## src/inc/fps_pkg.sv

```systemverilog
/*
  Package for the flash program/erase host controller: device register
  offsets, field positions, command codes, own register map, timing.
  Assumes a byte-wide device register bus and a 16-bit array write port.
*/
package fps_pkg;
  // device register byte offsets (within the flash register block)
  localparam logic [8:0] FPS_DEV_CLKDIV   = 9'h100;
  localparam logic [8:0] FPS_DEV_CONFIG   = 9'h103;
  localparam logic [8:0] FPS_DEV_STATUS   = 9'h105;
  localparam logic [8:0] FPS_DEV_CMD      = 9'h106;
  localparam logic [8:0] FPS_DEV_ADDR     = 9'h108;
  localparam logic [8:0] FPS_DEV_DATA     = 9'h10a;
  localparam logic [8:0] FPS_DEV_CALIBRATION_CONFIG_REG   = 9'h10c;
  localparam logic [8:0] FPS_DEV_PAGE     = 9'h030;

  // status bit positions
  localparam int FPS_ST_BUF_EMPTY = 7;
  localparam int FPS_ST_CMD_DONE  = 6;
  localparam int FPS_ST_PROTECTION_VIOLATION_FLAG     = 5;
  localparam int FPS_ST_ACCESS_ERROR_FLAG    = 4;
  localparam int FPS_ST_BLANK     = 2;
  // config / divider bit positions
  localparam int FPS_CFG_BANK     = 0;
  localparam int FPS_DIV_PRESCALE = 6;
  localparam int FPS_CAL_SUPER    = 4;

  localparam logic [7:0] FPS_CMD_ERASE_VERIFY = 8'h05;
  localparam logic [7:0] FPS_CMD_WORD_PROGRAM = 8'h20;
  localparam logic [7:0] FPS_CMD_SECTOR_ERASE = 8'h40;
  localparam logic [7:0] FPS_CMD_MASS_ERASE   = 8'h41;

  localparam logic [7:0] FPS_ERR_CLEAR = 8'h30;
  localparam logic [7:0] FPS_LAUNCH    = 8'h80;
  localparam logic [7:0] FPS_ABORT     = 8'h00;

  // own register map (word index on the software port)
  localparam logic [3:0] FPS_REG_CTRL   = 4'h0;
  localparam logic [3:0] FPS_REG_ADDR   = 4'h1;
  localparam logic [3:0] FPS_REG_DATA   = 4'h2;
  localparam logic [3:0] FPS_REG_CMD    = 4'h3;
  localparam logic [3:0] FPS_REG_DIV    = 4'h4;
  localparam logic [3:0] FPS_REG_PAGE   = 4'h5;
  localparam logic [3:0] FPS_REG_STATUS = 4'h6;
  localparam logic [3:0] FPS_REG_DEVST  = 4'h7;

  // control register fields
  localparam int FPS_CTRL_GO    = 0;
  localparam int FPS_CTRL_BANK  = 1;
  localparam int FPS_CTRL_SUPER = 2;
  localparam int FPS_CTRL_PAGE  = 3;
  localparam int FPS_CTRL_ABORT = 4;
  localparam int FPS_CTRL_WAIT  = 5;
  localparam int FPS_CTRL_DIV   = 6;

  // status register fields
  localparam int FPS_STS_BUSY   = 0;
  localparam int FPS_STS_ERR    = 1;
  localparam int FPS_STS_DIVOK  = 2;
  localparam int FPS_STS_BADDIV = 3;
  localparam int FPS_STS_DONE   = 4;

  // timing limits for the divider check
  localparam int FPS_CLK_HZ        = 20_000_000;
  localparam int FPS_TCLK_MIN_HZ   = 150_000;
  localparam int FPS_TCLK_MAX_HZ   = 200_000;
  localparam int FPS_BUS_MIN_HZ    = 1_000_000;
  localparam int FPS_SUM_MIN_NS    = 5_000;
  localparam int FPS_NUM_BANKS     = 2;
endpackage

```

## src/inc/fps_bus_if.sv

```systemverilog
/*
  Interface carrying one device register access from the sequencer to the
  device port driver. Assumes single-clock use inside the controller.
*/
`timescale 1ns/1ps
interface fps_bus_if;
  logic        req;
  logic        wr;
  logic        word;
  logic [15:0] addr;
  logic [15:0] wdata;
  logic        done;
  logic [7:0]  rdata;

  modport seq (output req, output wr, output word, output addr, output wdata,
               input done, input rdata);
  modport drv (input req, input wr, input word, input addr, input wdata,
               output done, output rdata);
endinterface

```

## src/hdl/fps_host.sv

```systemverilog
/*
  Host-side flash program/erase controller. Software loads address, data,
  command and divider into local registers and sets GO; the controller then
  walks the device through the check, select and three-step write sequence.
  Assumes a device register port answering reads one cycle after the strobe.
*/
`timescale 1ns/1ps
module fps_host
  import fps_pkg::*;
#(
  parameter int OSC_HZ = 4_000_000
) (
  input  wire logic        clk_sys_i,
  input  wire logic        rst_n_i,
  input  wire logic [3:0]  sw_addr_i,
  input  wire logic [15:0] sw_wdata_i,
  input  wire logic        sw_wr_i,
  input  wire logic        sw_rd_i,
  output logic [15:0]      sw_rdata_o,
  output logic             dev_reg_wr_o,
  output logic             dev_reg_rd_o,
  output logic             dev_arr_wr_o,
  output logic [15:0]      dev_addr_o,
  output logic [15:0]      dev_wdata_o,
  input  wire logic [7:0]  dev_rdata_i
);
  typedef enum logic [15:0] {
    S_IDLE   = 16'h0001,
    S_DIV    = 16'h0002,
    S_BSEL   = 16'h0004,
    S_BREAD  = 16'h0008,
    S_CLEAR  = 16'h0010,
    S_SEL    = 16'h0020,
    S_SUPER  = 16'h0040,
    S_PAGE   = 16'h0080,
    S_EMPTY  = 16'h0100,
    S_WORD   = 16'h0200,
    S_SDATA  = 16'h0400,
    S_CMD    = 16'h0800,
    S_LAUNCH = 16'h1000,
    S_CHECK  = 16'h2000,
    S_WAIT   = 16'h4000,
    S_ABORT  = 16'h8000
  } fps_state_t;

  fps_bus_if bus();

  fps_state_t  state_q, state_d;
  logic [15:0] addr_q, data_q;
  logic [7:0]  cmd_q, div_q, page_q;
  logic [6:0]  ctrl_q;
  logic        busy_q, err_q, done_q, divset_q;
  logic        bank_q;
  logic [7:0]  devst_q;
  logic        div_ok;

  fps_div_calc #(.OSC_HZ(OSC_HZ)) u_div (
    .div_i (div_q),
    .ok_o  (div_ok)
  );

  fps_dev_port u_port (
    .clk_sys_i    (clk_sys_i),
    .rst_n_i      (rst_n_i),
    .bus          (bus.drv),
    .dev_reg_wr_o (dev_reg_wr_o),
    .dev_reg_rd_o (dev_reg_rd_o),
    .dev_arr_wr_o (dev_arr_wr_o),
    .dev_addr_o   (dev_addr_o),
    .dev_wdata_o  (dev_wdata_o),
    .dev_rdata_i  (dev_rdata_i)
  );

  // software port decode
  wire wr_ctrl = sw_wr_i && (sw_addr_i == FPS_REG_CTRL);
  wire go      = wr_ctrl && sw_wdata_i[FPS_CTRL_GO] && !busy_q;
  wire idle_wr = sw_wr_i && !busy_q;
  wire cmd_ok  = (cmd_q == FPS_CMD_ERASE_VERIFY) || (cmd_q == FPS_CMD_WORD_PROGRAM)
              || (cmd_q == FPS_CMD_SECTOR_ERASE) || (cmd_q == FPS_CMD_MASS_ERASE);
  wire is_erase = (cmd_q == FPS_CMD_SECTOR_ERASE) || (cmd_q == FPS_CMD_MASS_ERASE);
  // sector erase address low bits do not matter; send them cleared
  wire [15:0] word_addr = (cmd_q == FPS_CMD_SECTOR_ERASE) ? {addr_q[15:9], 9'h000}
                                                          : {addr_q[15:1], 1'b0};
  wire [15:0] word_data = is_erase ? 16'h0000 : data_q;
  wire        st_err  = bus.rdata[FPS_ST_ACCESS_ERROR_FLAG] | bus.rdata[FPS_ST_PROTECTION_VIOLATION_FLAG];
  wire        st_emp  = bus.rdata[FPS_ST_BUF_EMPTY];
  wire        st_done = bus.rdata[FPS_ST_CMD_DONE];
  wire        want_page = ctrl_q[FPS_CTRL_PAGE] && (addr_q[15:14] == 2'b10);

  always_comb begin
    state_d   = state_q;
    bus.req   = 1'b0;
    bus.wr    = 1'b1;
    bus.word  = 1'b0;
    bus.addr  = 16'h0000;
    bus.wdata = 16'h0000;
    unique case (state_q)
      S_IDLE: begin
        // refuse to run with an illegal divider
        if (go && div_ok && cmd_ok) begin
          state_d = divset_q ? S_BSEL : S_DIV;
        end
      end
      S_DIV: begin
        bus.req   = 1'b1;
        bus.addr  = 16'(FPS_DEV_CLKDIV);
        bus.wdata = {8'h00, div_q};
        if (bus.done) state_d = S_BSEL;
      end
      S_BSEL: begin
        // visit each bank's status in turn
        bus.req   = 1'b1;
        bus.addr  = 16'(FPS_DEV_CONFIG);
        bus.wdata = {15'h0000, bank_q};
        if (bus.done) state_d = S_BREAD;
      end
      S_BREAD: begin
        bus.req  = 1'b1;
        bus.wr   = 1'b0;
        bus.addr = 16'(FPS_DEV_STATUS);
        if (bus.done) state_d = st_err ? S_CLEAR : (bank_q ? S_SEL : S_BSEL);
      end
      S_CLEAR: begin
        // a one clears the lock-out flags
        bus.req   = 1'b1;
        bus.addr  = 16'(FPS_DEV_STATUS);
        bus.wdata = {8'h00, FPS_ERR_CLEAR};
        if (bus.done) state_d = S_BREAD;
      end
      S_SEL: begin
        bus.req   = 1'b1;
        bus.addr  = 16'(FPS_DEV_CONFIG);
        bus.wdata = {15'h0000, ctrl_q[FPS_CTRL_BANK]};
        if (bus.done) state_d = S_SUPER;
      end
      S_SUPER: begin
        bus.req   = 1'b1;
        bus.addr  = 16'(FPS_DEV_CALIBRATION_CONFIG_REG);
        bus.wdata = {11'h000, ctrl_q[FPS_CTRL_SUPER], 4'h0};
        if (bus.done) state_d = want_page ? S_PAGE : S_EMPTY;
      end
      S_PAGE: begin
        // page select for the banked window
        bus.req   = 1'b1;
        bus.addr  = 16'(FPS_DEV_PAGE);
        bus.wdata = {8'h00, page_q};
        if (bus.done) state_d = S_EMPTY;
      end
      S_EMPTY: begin
        // wait for a free queue slot
        bus.req  = 1'b1;
        bus.wr   = 1'b0;
        bus.addr = 16'(FPS_DEV_STATUS);
        if (bus.done && st_emp) state_d = S_WORD;
      end
      S_WORD: begin
        // array word, or address register in super-user mode
        bus.req   = 1'b1;
        bus.word  = !ctrl_q[FPS_CTRL_SUPER];
        bus.addr  = ctrl_q[FPS_CTRL_SUPER] ? 16'(FPS_DEV_ADDR) : word_addr;
        bus.wdata = ctrl_q[FPS_CTRL_SUPER] ? word_addr : word_data;
        if (bus.done) state_d = ctrl_q[FPS_CTRL_SUPER] ? S_SDATA : S_CMD;
      end
      S_SDATA: begin
        // data register right after the address register
        bus.req   = 1'b1;
        bus.addr  = 16'(FPS_DEV_DATA);
        bus.wdata = word_data;
        if (bus.done) state_d = S_CMD;
      end
      S_CMD: begin
        // nothing else written between the three steps
        bus.req   = 1'b1;
        bus.addr  = 16'(FPS_DEV_CMD);
        bus.wdata = {8'h00, cmd_q};
        if (bus.done) state_d = ctrl_q[FPS_CTRL_ABORT] ? S_ABORT : S_LAUNCH;
      end
      S_LAUNCH: begin
        // one to the buffer-empty flag launches
        bus.req   = 1'b1;
        bus.addr  = 16'(FPS_DEV_STATUS);
        bus.wdata = {8'h00, FPS_LAUNCH};
        if (bus.done) state_d = S_CHECK;
      end
      S_CHECK: begin
        bus.req  = 1'b1;
        bus.wr   = 1'b0;
        bus.addr = 16'(FPS_DEV_STATUS);
        if (bus.done) state_d = st_err ? S_IDLE : (ctrl_q[FPS_CTRL_WAIT] ? S_WAIT : S_IDLE);
      end
      S_WAIT: begin
        // completion only once the queue has drained
        bus.req  = 1'b1;
        bus.wr   = 1'b0;
        bus.addr = 16'(FPS_DEV_STATUS);
        if (bus.done && (st_done || st_err)) state_d = S_IDLE;
      end
      S_ABORT: begin
        // zero to buffer-empty abandons the pending sequence
        bus.req   = 1'b1;
        bus.addr  = 16'(FPS_DEV_STATUS);
        bus.wdata = {8'h00, FPS_ABORT};
        if (bus.done) state_d = S_CHECK;
      end
      default: state_d = S_IDLE;
    endcase
  end

  wire leave   = (state_q != S_IDLE) && (state_d == S_IDLE);
  wire rd_done = bus.done && !bus.wr;

  always_ff @(posedge clk_sys_i or negedge rst_n_i) begin
    if (!rst_n_i) begin
      state_q <= S_IDLE;
      busy_q  <= 1'b0;
      bank_q  <= 1'b0;
    end else begin
      state_q <= state_d;
      busy_q  <= (state_d != S_IDLE);
      if (state_q == S_BREAD && bus.done && !st_err) bank_q <= ~bank_q;
      else if (state_q == S_IDLE) bank_q <= 1'b0;
    end
  end

  always_ff @(posedge clk_sys_i or negedge rst_n_i) begin
    if (!rst_n_i) begin
      divset_q <= 1'b0;
      err_q    <= 1'b0;
      done_q   <= 1'b0;
      devst_q  <= 8'h00;
    end else begin
      // mirror of the device's divider-loaded bit
      if (state_q == S_DIV && bus.done) divset_q <= 1'b1;
      if (rd_done) devst_q <= bus.rdata;
      if (go) done_q <= 1'b0;
      else if (leave) done_q <= 1'b1;
      // set wins over a software clear in the same cycle
      if ((state_q == S_CHECK || state_q == S_WAIT) && rd_done && st_err) err_q <= 1'b1;
      else if (go && !(div_ok && cmd_ok)) err_q <= 1'b1;
      else if (sw_wr_i && sw_addr_i == FPS_REG_STATUS && sw_wdata_i[FPS_STS_ERR]) err_q <= 1'b0;
    end
  end

  // parameters can only change while idle
  always_ff @(posedge clk_sys_i or negedge rst_n_i) begin
    if (!rst_n_i) begin
      addr_q <= 16'h0000;
      data_q <= 16'h0000;
      cmd_q  <= 8'h00;
      div_q  <= 8'h00;
      page_q <= 8'h00;
      ctrl_q <= 7'h00;
    end else if (idle_wr) begin
      if (sw_addr_i == FPS_REG_ADDR) addr_q <= sw_wdata_i;
      if (sw_addr_i == FPS_REG_DATA) data_q <= sw_wdata_i;
      if (sw_addr_i == FPS_REG_CMD)  cmd_q  <= sw_wdata_i[7:0];
      if (sw_addr_i == FPS_REG_DIV)  div_q  <= sw_wdata_i[7:0];
      if (sw_addr_i == FPS_REG_PAGE) page_q <= sw_wdata_i[7:0];
      if (wr_ctrl) ctrl_q <= {1'b0, sw_wdata_i[5:0] & 6'h3e};
    end
  end

  wire [15:0] status_w = {11'h000, done_q, !div_ok, divset_q, err_q, busy_q};
  logic [15:0] rd_mux;
  always_comb begin
    unique case (sw_addr_i)
      FPS_REG_CTRL:   rd_mux = {9'h000, ctrl_q};
      FPS_REG_ADDR:   rd_mux = addr_q;
      FPS_REG_DATA:   rd_mux = data_q;
      FPS_REG_CMD:    rd_mux = {8'h00, cmd_q};
      FPS_REG_DIV:    rd_mux = {8'h00, div_q};
      FPS_REG_PAGE:   rd_mux = {8'h00, page_q};
      FPS_REG_STATUS: rd_mux = status_w;
      FPS_REG_DEVST:  rd_mux = {8'h00, devst_q};
      default:        rd_mux = 16'h0000;
    endcase
  end

  always_ff @(posedge clk_sys_i or negedge rst_n_i) begin
    if (!rst_n_i) sw_rdata_o <= 16'h0000;
    else if (sw_rd_i) sw_rdata_o <= rd_mux;
    else sw_rdata_o <= 16'h0000;
  end
endmodule

```

## src/hdl/fps_dev_port.sv

```systemverilog
/*
  Device port driver: turns one access request into a strobe on the device's
  register or array interface; a read completes once the device data is held.
  Assumes the device answers reads in the cycle after the strobe.
*/
`timescale 1ns/1ps
module fps_dev_port
  import fps_pkg::*;
(
  input  wire logic        clk_sys_i,
  input  wire logic        rst_n_i,
  fps_bus_if.drv           bus,
  output logic             dev_reg_wr_o,
  output logic             dev_reg_rd_o,
  output logic             dev_arr_wr_o,
  output logic [15:0]      dev_addr_o,
  output logic [15:0]      dev_wdata_o,
  input  wire logic [7:0]  dev_rdata_i
);
  logic       busy_q;
  logic       rdw_q, rdv_q;
  logic [7:0] rdata_q;
  logic       start;

  assign start = bus.req & ~busy_q & ~rdw_q & ~rdv_q;
  // a read is done only when its data is held, never in the strobe cycle
  assign bus.done  = (busy_q & ~dev_reg_rd_o) | rdv_q;
  assign bus.rdata = rdata_q;

  always_ff @(posedge clk_sys_i or negedge rst_n_i) begin
    if (!rst_n_i) begin
      busy_q       <= 1'b0;
      dev_reg_wr_o <= 1'b0;
      dev_reg_rd_o <= 1'b0;
      dev_arr_wr_o <= 1'b0;
      dev_addr_o   <= 16'h0000;
      dev_wdata_o  <= 16'h0000;
    end else begin
      busy_q       <= start;
      dev_reg_wr_o <= start & bus.wr & ~bus.word;
      dev_arr_wr_o <= start & bus.wr & bus.word;
      dev_reg_rd_o <= start & ~bus.wr;
      if (start) begin
        dev_addr_o  <= bus.addr;
        dev_wdata_o <= bus.wdata;
      end
    end
  end

  // device data stands in the cycle after the read strobe
  always_ff @(posedge clk_sys_i or negedge rst_n_i) begin
    if (!rst_n_i) begin
      rdw_q   <= 1'b0;
      rdv_q   <= 1'b0;
      rdata_q <= 8'h00;
    end else begin
      rdw_q <= dev_reg_rd_o;
      rdv_q <= rdw_q;
      if (rdw_q) rdata_q <= dev_rdata_i;
    end
  end
endmodule

```

## src/hdl/fps_div_calc.sv

```systemverilog
/*
  Divider checker: judges whether a divider setting puts the timing clock
  inside its legal window for the given oscillator frequency.
  Assumes the oscillator frequency is a fixed parameter.
*/
`timescale 1ns/1ps
module fps_div_calc
  import fps_pkg::*;
#(
  parameter int OSC_HZ = 4_000_000
) (
  input  wire logic [7:0] div_i,
  output logic            ok_o
);
  if (OSC_HZ <= 0) begin : g_bad_osc
    $error("oscillator frequency must be positive");
  end

  logic [31:0] pre_hz;
  logic [31:0] tclk_hz;
  logic [31:0] tper_ns;
  logic [31:0] bper_ns;

  assign pre_hz  = div_i[FPS_DIV_PRESCALE] ? 32'(OSC_HZ / 8) : 32'(OSC_HZ);
  assign tclk_hz = pre_hz / (32'(div_i[5:0]) + 32'h1);
  assign tper_ns = (tclk_hz == 32'h0) ? 32'hffffffff : 32'(1_000_000_000) / tclk_hz;
  assign bper_ns = 32'(1_000_000_000 / FPS_CLK_HZ);

  // window on the timing clock and a floor on the summed periods
  assign ok_o = (tclk_hz >= 32'(FPS_TCLK_MIN_HZ)) && (tclk_hz <= 32'(FPS_TCLK_MAX_HZ))
             && ((tper_ns + bper_ns) >= 32'(FPS_SUM_MIN_NS))
             && (FPS_CLK_HZ >= FPS_BUS_MIN_HZ);
endmodule

```

## config.mk

```make
export PLATFORM = sky130hd
export DESIGN_NAME = fps_host
export DESIGN_NICKNAME = d
export VERILOG_FILES = /design/src/inc/fps_pkg.sv /design/src/inc/fps_bus_if.sv /design/src/hdl/fps_host.sv /design/src/hdl/fps_dev_port.sv /design/src/hdl/fps_div_calc.sv
export SDC_FILE = /design/constraint.sdc
export NUM_CORES = 2
export LEC_CHECK = 0
export BUFFER_PORTS_ARGS = -buffer_cell sky130_fd_sc_hd__buf_2
export CAP_MARGIN = 40
export CORE_MARGIN = 2
export CORE_UTILIZATION = 61
export DETAILED_ROUTE_END_ITERATION = 8
export PLACE_DENSITY = 0.81
export SYNTH_ARGS = -nofsm -noshare
export SYNTH_HDL_FRONTEND = slang
export SYNTH_HIERARCHICAL = 1
export SYNTH_SLANG_ARGS = --single-unit
```

## constraint.sdc

```tcl
create_clock -name clk_sys_i -period 150.1 [get_ports clk_sys_i]
set_input_delay 7.505 -clock clk_sys_i [delete_from_list [all_inputs] [get_ports clk_sys_i]]
set_output_delay 7.505 -clock clk_sys_i [all_outputs]
set_load 0.01 [all_outputs]
```

==> metrics.md <==
| Metric | Value |
|---|---|
| Routed wire length | `185000 um` |
| Worst path required time | `150.42 ns` |
| Fin crit period | `~140 ns` |
| Worst path max stage delay | `0.60 ns` |
| I/O pin count | `just over 80` |
| R2r setup slk | `a little over 7 ns` |
| Max-slew violation count | `0` |
| Startpoint types | `register` |
| Clk_skew | `0.0106 ns` |
| Yosys warning total | `6` |
| Worst path most repeated cell | `a21o_1` |
| Core ar. | `0.0882 sq mm` |
| Die Ht | `302 um` |
| TritonCTS Buffers | `17` |
| Finished Layout Cells | `slightly below 9000` |
| Post-synthesis register bit count | `roughly 150` |
| I/O Buffers | `just over 80` |
| Hold WC Path Type | `register to register` |
| Largest net degree at the start of global routing | `between 70 and 80` |
| FF-to-FF End | `sw_rdata_o[3]$_DFF_PN0_` |
| Drt via density | `6.99` |
| Synth async-reset ratio | `100%` |
| Worst r2r src | `div_q[1]$_DFFE_PN0P_` |
| Worst slew pin tran | `1.09 ns` |
| Clock Tree Buf Depth | `2` |
| Slowest stage cell, crit path | `or4_4` |
| Critical Path Fanout Max | `42` |
| Gr ovfl total | `0` |
| Share of layout cells above drive strength 1 | `between 10% and 20%` |
| Global-route wire length before repair | `283000 um` |
| Via count | `about 61000` |
| Layout area overhead | `8.20%` |
| Tcrit/Tclk final | `95.3%` |
| Root Buffer | `clkbuf_16` |
| Status | `finished clean` |
| Number of global-route vias before repair | `around 55000` |
| Drt wl/cell | `21.3 um` |
| Hold-critical path endpoint | `u_port/rdw_q$_DFF_PN0_` |
| Final ANT Viol Nets | `0` |
| CP delay by family, top | `compound AO/OA/AOI/OAI gates` |
| Initial DRC Count | `7525` |
| Placed cells | `8533` |
| TritonCTS clock tree | `done` |
| CTS H-tree depth | `4` |
| Remaining DRCs | `0` |
| Setup violations, final | `0` |
| Post-Syn Instances | `7332` |
| Final hold violations | `0` |
| DPL Wire Length | `139000 um` |
| Initial antenna violation count | `1` |
| Number of synthesized flops with an enable pin | `0` |
| Initial Utilization | `roughly 61%` |
| Worst setup EP type | `register` |
| Ys flop type | `dfrtp_1` |
| Final Wtd Congestion | `1.08` |
| Yosys cell types | `189` |
| Hold Path Origin | `u_port/dev_reg_rd_o$_DFF_PN0_` |
| Clock Latency Late Sink | `roughly 0.44 ns` |
| Die area | `between 0.09 and 0.1 sq mm` |
| Initial DRT Pass Iterations | `9` |
| Max Clk Rate | `6.99 MHz` |
| Fin nets | `between 8000 and 9000` |
| Sink Count | `152` |
| Cell area after synthesis | `approximately 0.054 sq mm` |
| Crit path kind | `register to register` |
| Die X | `302 um` |
| Max-Cap Viols | `0` |
| Slew headroom | `27.0%` |
| Hold Path Stages | `0` |
| Reg clk slew, reported paths | `roughly 0.08 ns` |
| Row Count | `109` |
| CP Data Arrival Time | `roughly 140 ns` |
| Buf/Inv on CP | `51` |
| Total track usage | `37.2%` |
| Synthesized area per cell | `between 7 and 8 sq um` |
| Cells on worst reg2reg path | `806` |
| Sequential cell area fraction in the yosys report | `under 10%` |
==> flip-flops by register name, summed over array words and instances (netlist names), 16 cells and up <==
register,flops
addr_q,16
data_q,16
state_q,16
sw_rdata_o,16
u_port/dev_addr_o,16
u_port/dev_wdata_o,16
==> per-stage QoR <==
| stage | utilization (%) | setup TNS [ns] | hold WS, ns | worst slack, ns | instance area, sq um |
|---|---|---|---|---|---|
| final | 66.4 | 0 | 0.411 | 7.05 | 58600 |
| after global routing | 66.4 | -8.19 | 0.429 | -1.51 | 58600 |
| after CTS | 64.1 | 0 | 0.410 | 0.0567 | 56600 |
| after detailed placement | 63.1 | -33.12 | 0.398 | -5.63 | 55600 |
| after global placement | 62.9 | -9.09 | 0.380 | -1.62 | 55500 |
| after floorplan | - | 0 | 0.374 | 1.50 | 54300 |
==> worst max-delay path by stage <==
| stage | slack [ns] | start | cells past startpoint | endpoint |
|---|---|---|---|---|
| 6_report | 7.05 | div_q[1]$_DFFE_PN0P_ | 814 | sw_rdata_o[3]$_DFF_PN0_ |
| 5_1_grt | -1.51 | div_q[1]$_DFFE_PN0P_ | 813 | sw_rdata_o[3]$_DFF_PN0_ |
| 4_1_cts | 0.06 | div_q[0]$_DFFE_PN0P_ | 815 | sw_rdata_o[3]$_DFF_PN0_ |
| 3_5_place_dp | -5.63 | div_q[3]$_DFFE_PN0P_ | 839 | state_q[1]$_DFF_PN0_ |
| 3_3_place_gp | -1.62 | div_q[3]$_DFFE_PN0P_ | 1078 | state_q[1]$_DFF_PN0_ |
| 2_1_floorplan | 1.50 | div_q[0]$_DFFE_PN0P_ | 1081 | sw_rdata_o[3]$_DFF_PN0_ |
==> cell usage in the layout, fill, tap and decap left out, types with 149 or more instances in the layout <==
cell	instances
a21o_1	338
a21oi_1	505
buf_4	293
dfrtp_1	149
ha_1	601
inv_1	243
mux2_2	179
nand2_1	610
nand3_1	181
nor2_1	675
nor3_1	248
o21a_1	163
o21ai_0	304
xnor2_1	345
xor2_1	201
==> kinds of logic after synthesis <==
logic type	after synthesis	synth area share (%)
and+or+nand+nor	2714	26.3
AOI/OAI and AO/OA	2476	31.7
adders and majority gates	608	14.0
xor gates and xnor gates	554	9.00
buffers and inverters	539	5.83
muxes	287	6.16
DFF	152	7.02
other	2	0.0139
==> repair_timing <==
action                     in CTS  in global routing
cloned                          2                  9
pin swaps                       6                 75
hold buffers                    0                  0
setup endpoints to repair       6                  6
resized for setup              61                280
setup buffers                   7                105
==> cells in the mapped netlist (56+ instances only) <==
library cell	n	area (sq um)
nor4_1	79	494
o21ai_1	69	345
nand2_1	619	2320
nor2b_1	81	507
and3_1	56	350
buf_6	67	754
nor3_1	255	1280
xor2_1	202	1770
nand4_1	95	594
xnor2_1	349	3060
mux2_2	179	2020
o31ai_1	79	593
mux2i_1	65	651
o21ai_0	328	1640
inv_1	247	927
a31oi_1	107	669
and2_1	79	494
a21o_1	341	2560
o21bai_1	125	938
nand2b_1	99	619
a21oi_1	572	2860
nand3_1	187	936
nor2_1	687	2580
ha_1	607	7590
dfrtp_1	151	3780
clkbuf_1	96	360
o21a_1	166	1250
==> layout make-up <==
class / count / area [sq um]
antenna: 2 / 5.00
clock buffer: 18 / 439
clock inverter: 14 / 203
fill: 7282 / 29600
inverter: 265 / 1070
multi-input combinational: 6671 / 48600
sequential: 152 / 3810
tap: 1165 / 1460
timing repair buffer: 404 / 2980
timing repair inverter: 1 / 8.76
==> layer usage <==
layer	global-route usage [%]	wire length, um	vias up
met4	21.2	12600	0
li1	-	-	27900
met3	6.19	19500	888
met2	59.7	80800	3666
met5	0	0	-
met1	47.2	72300	28300
Power is left out: the tool's default activity adds up to more than one toggle a clock period on the data nets, which glitch-free logic cannot reach.
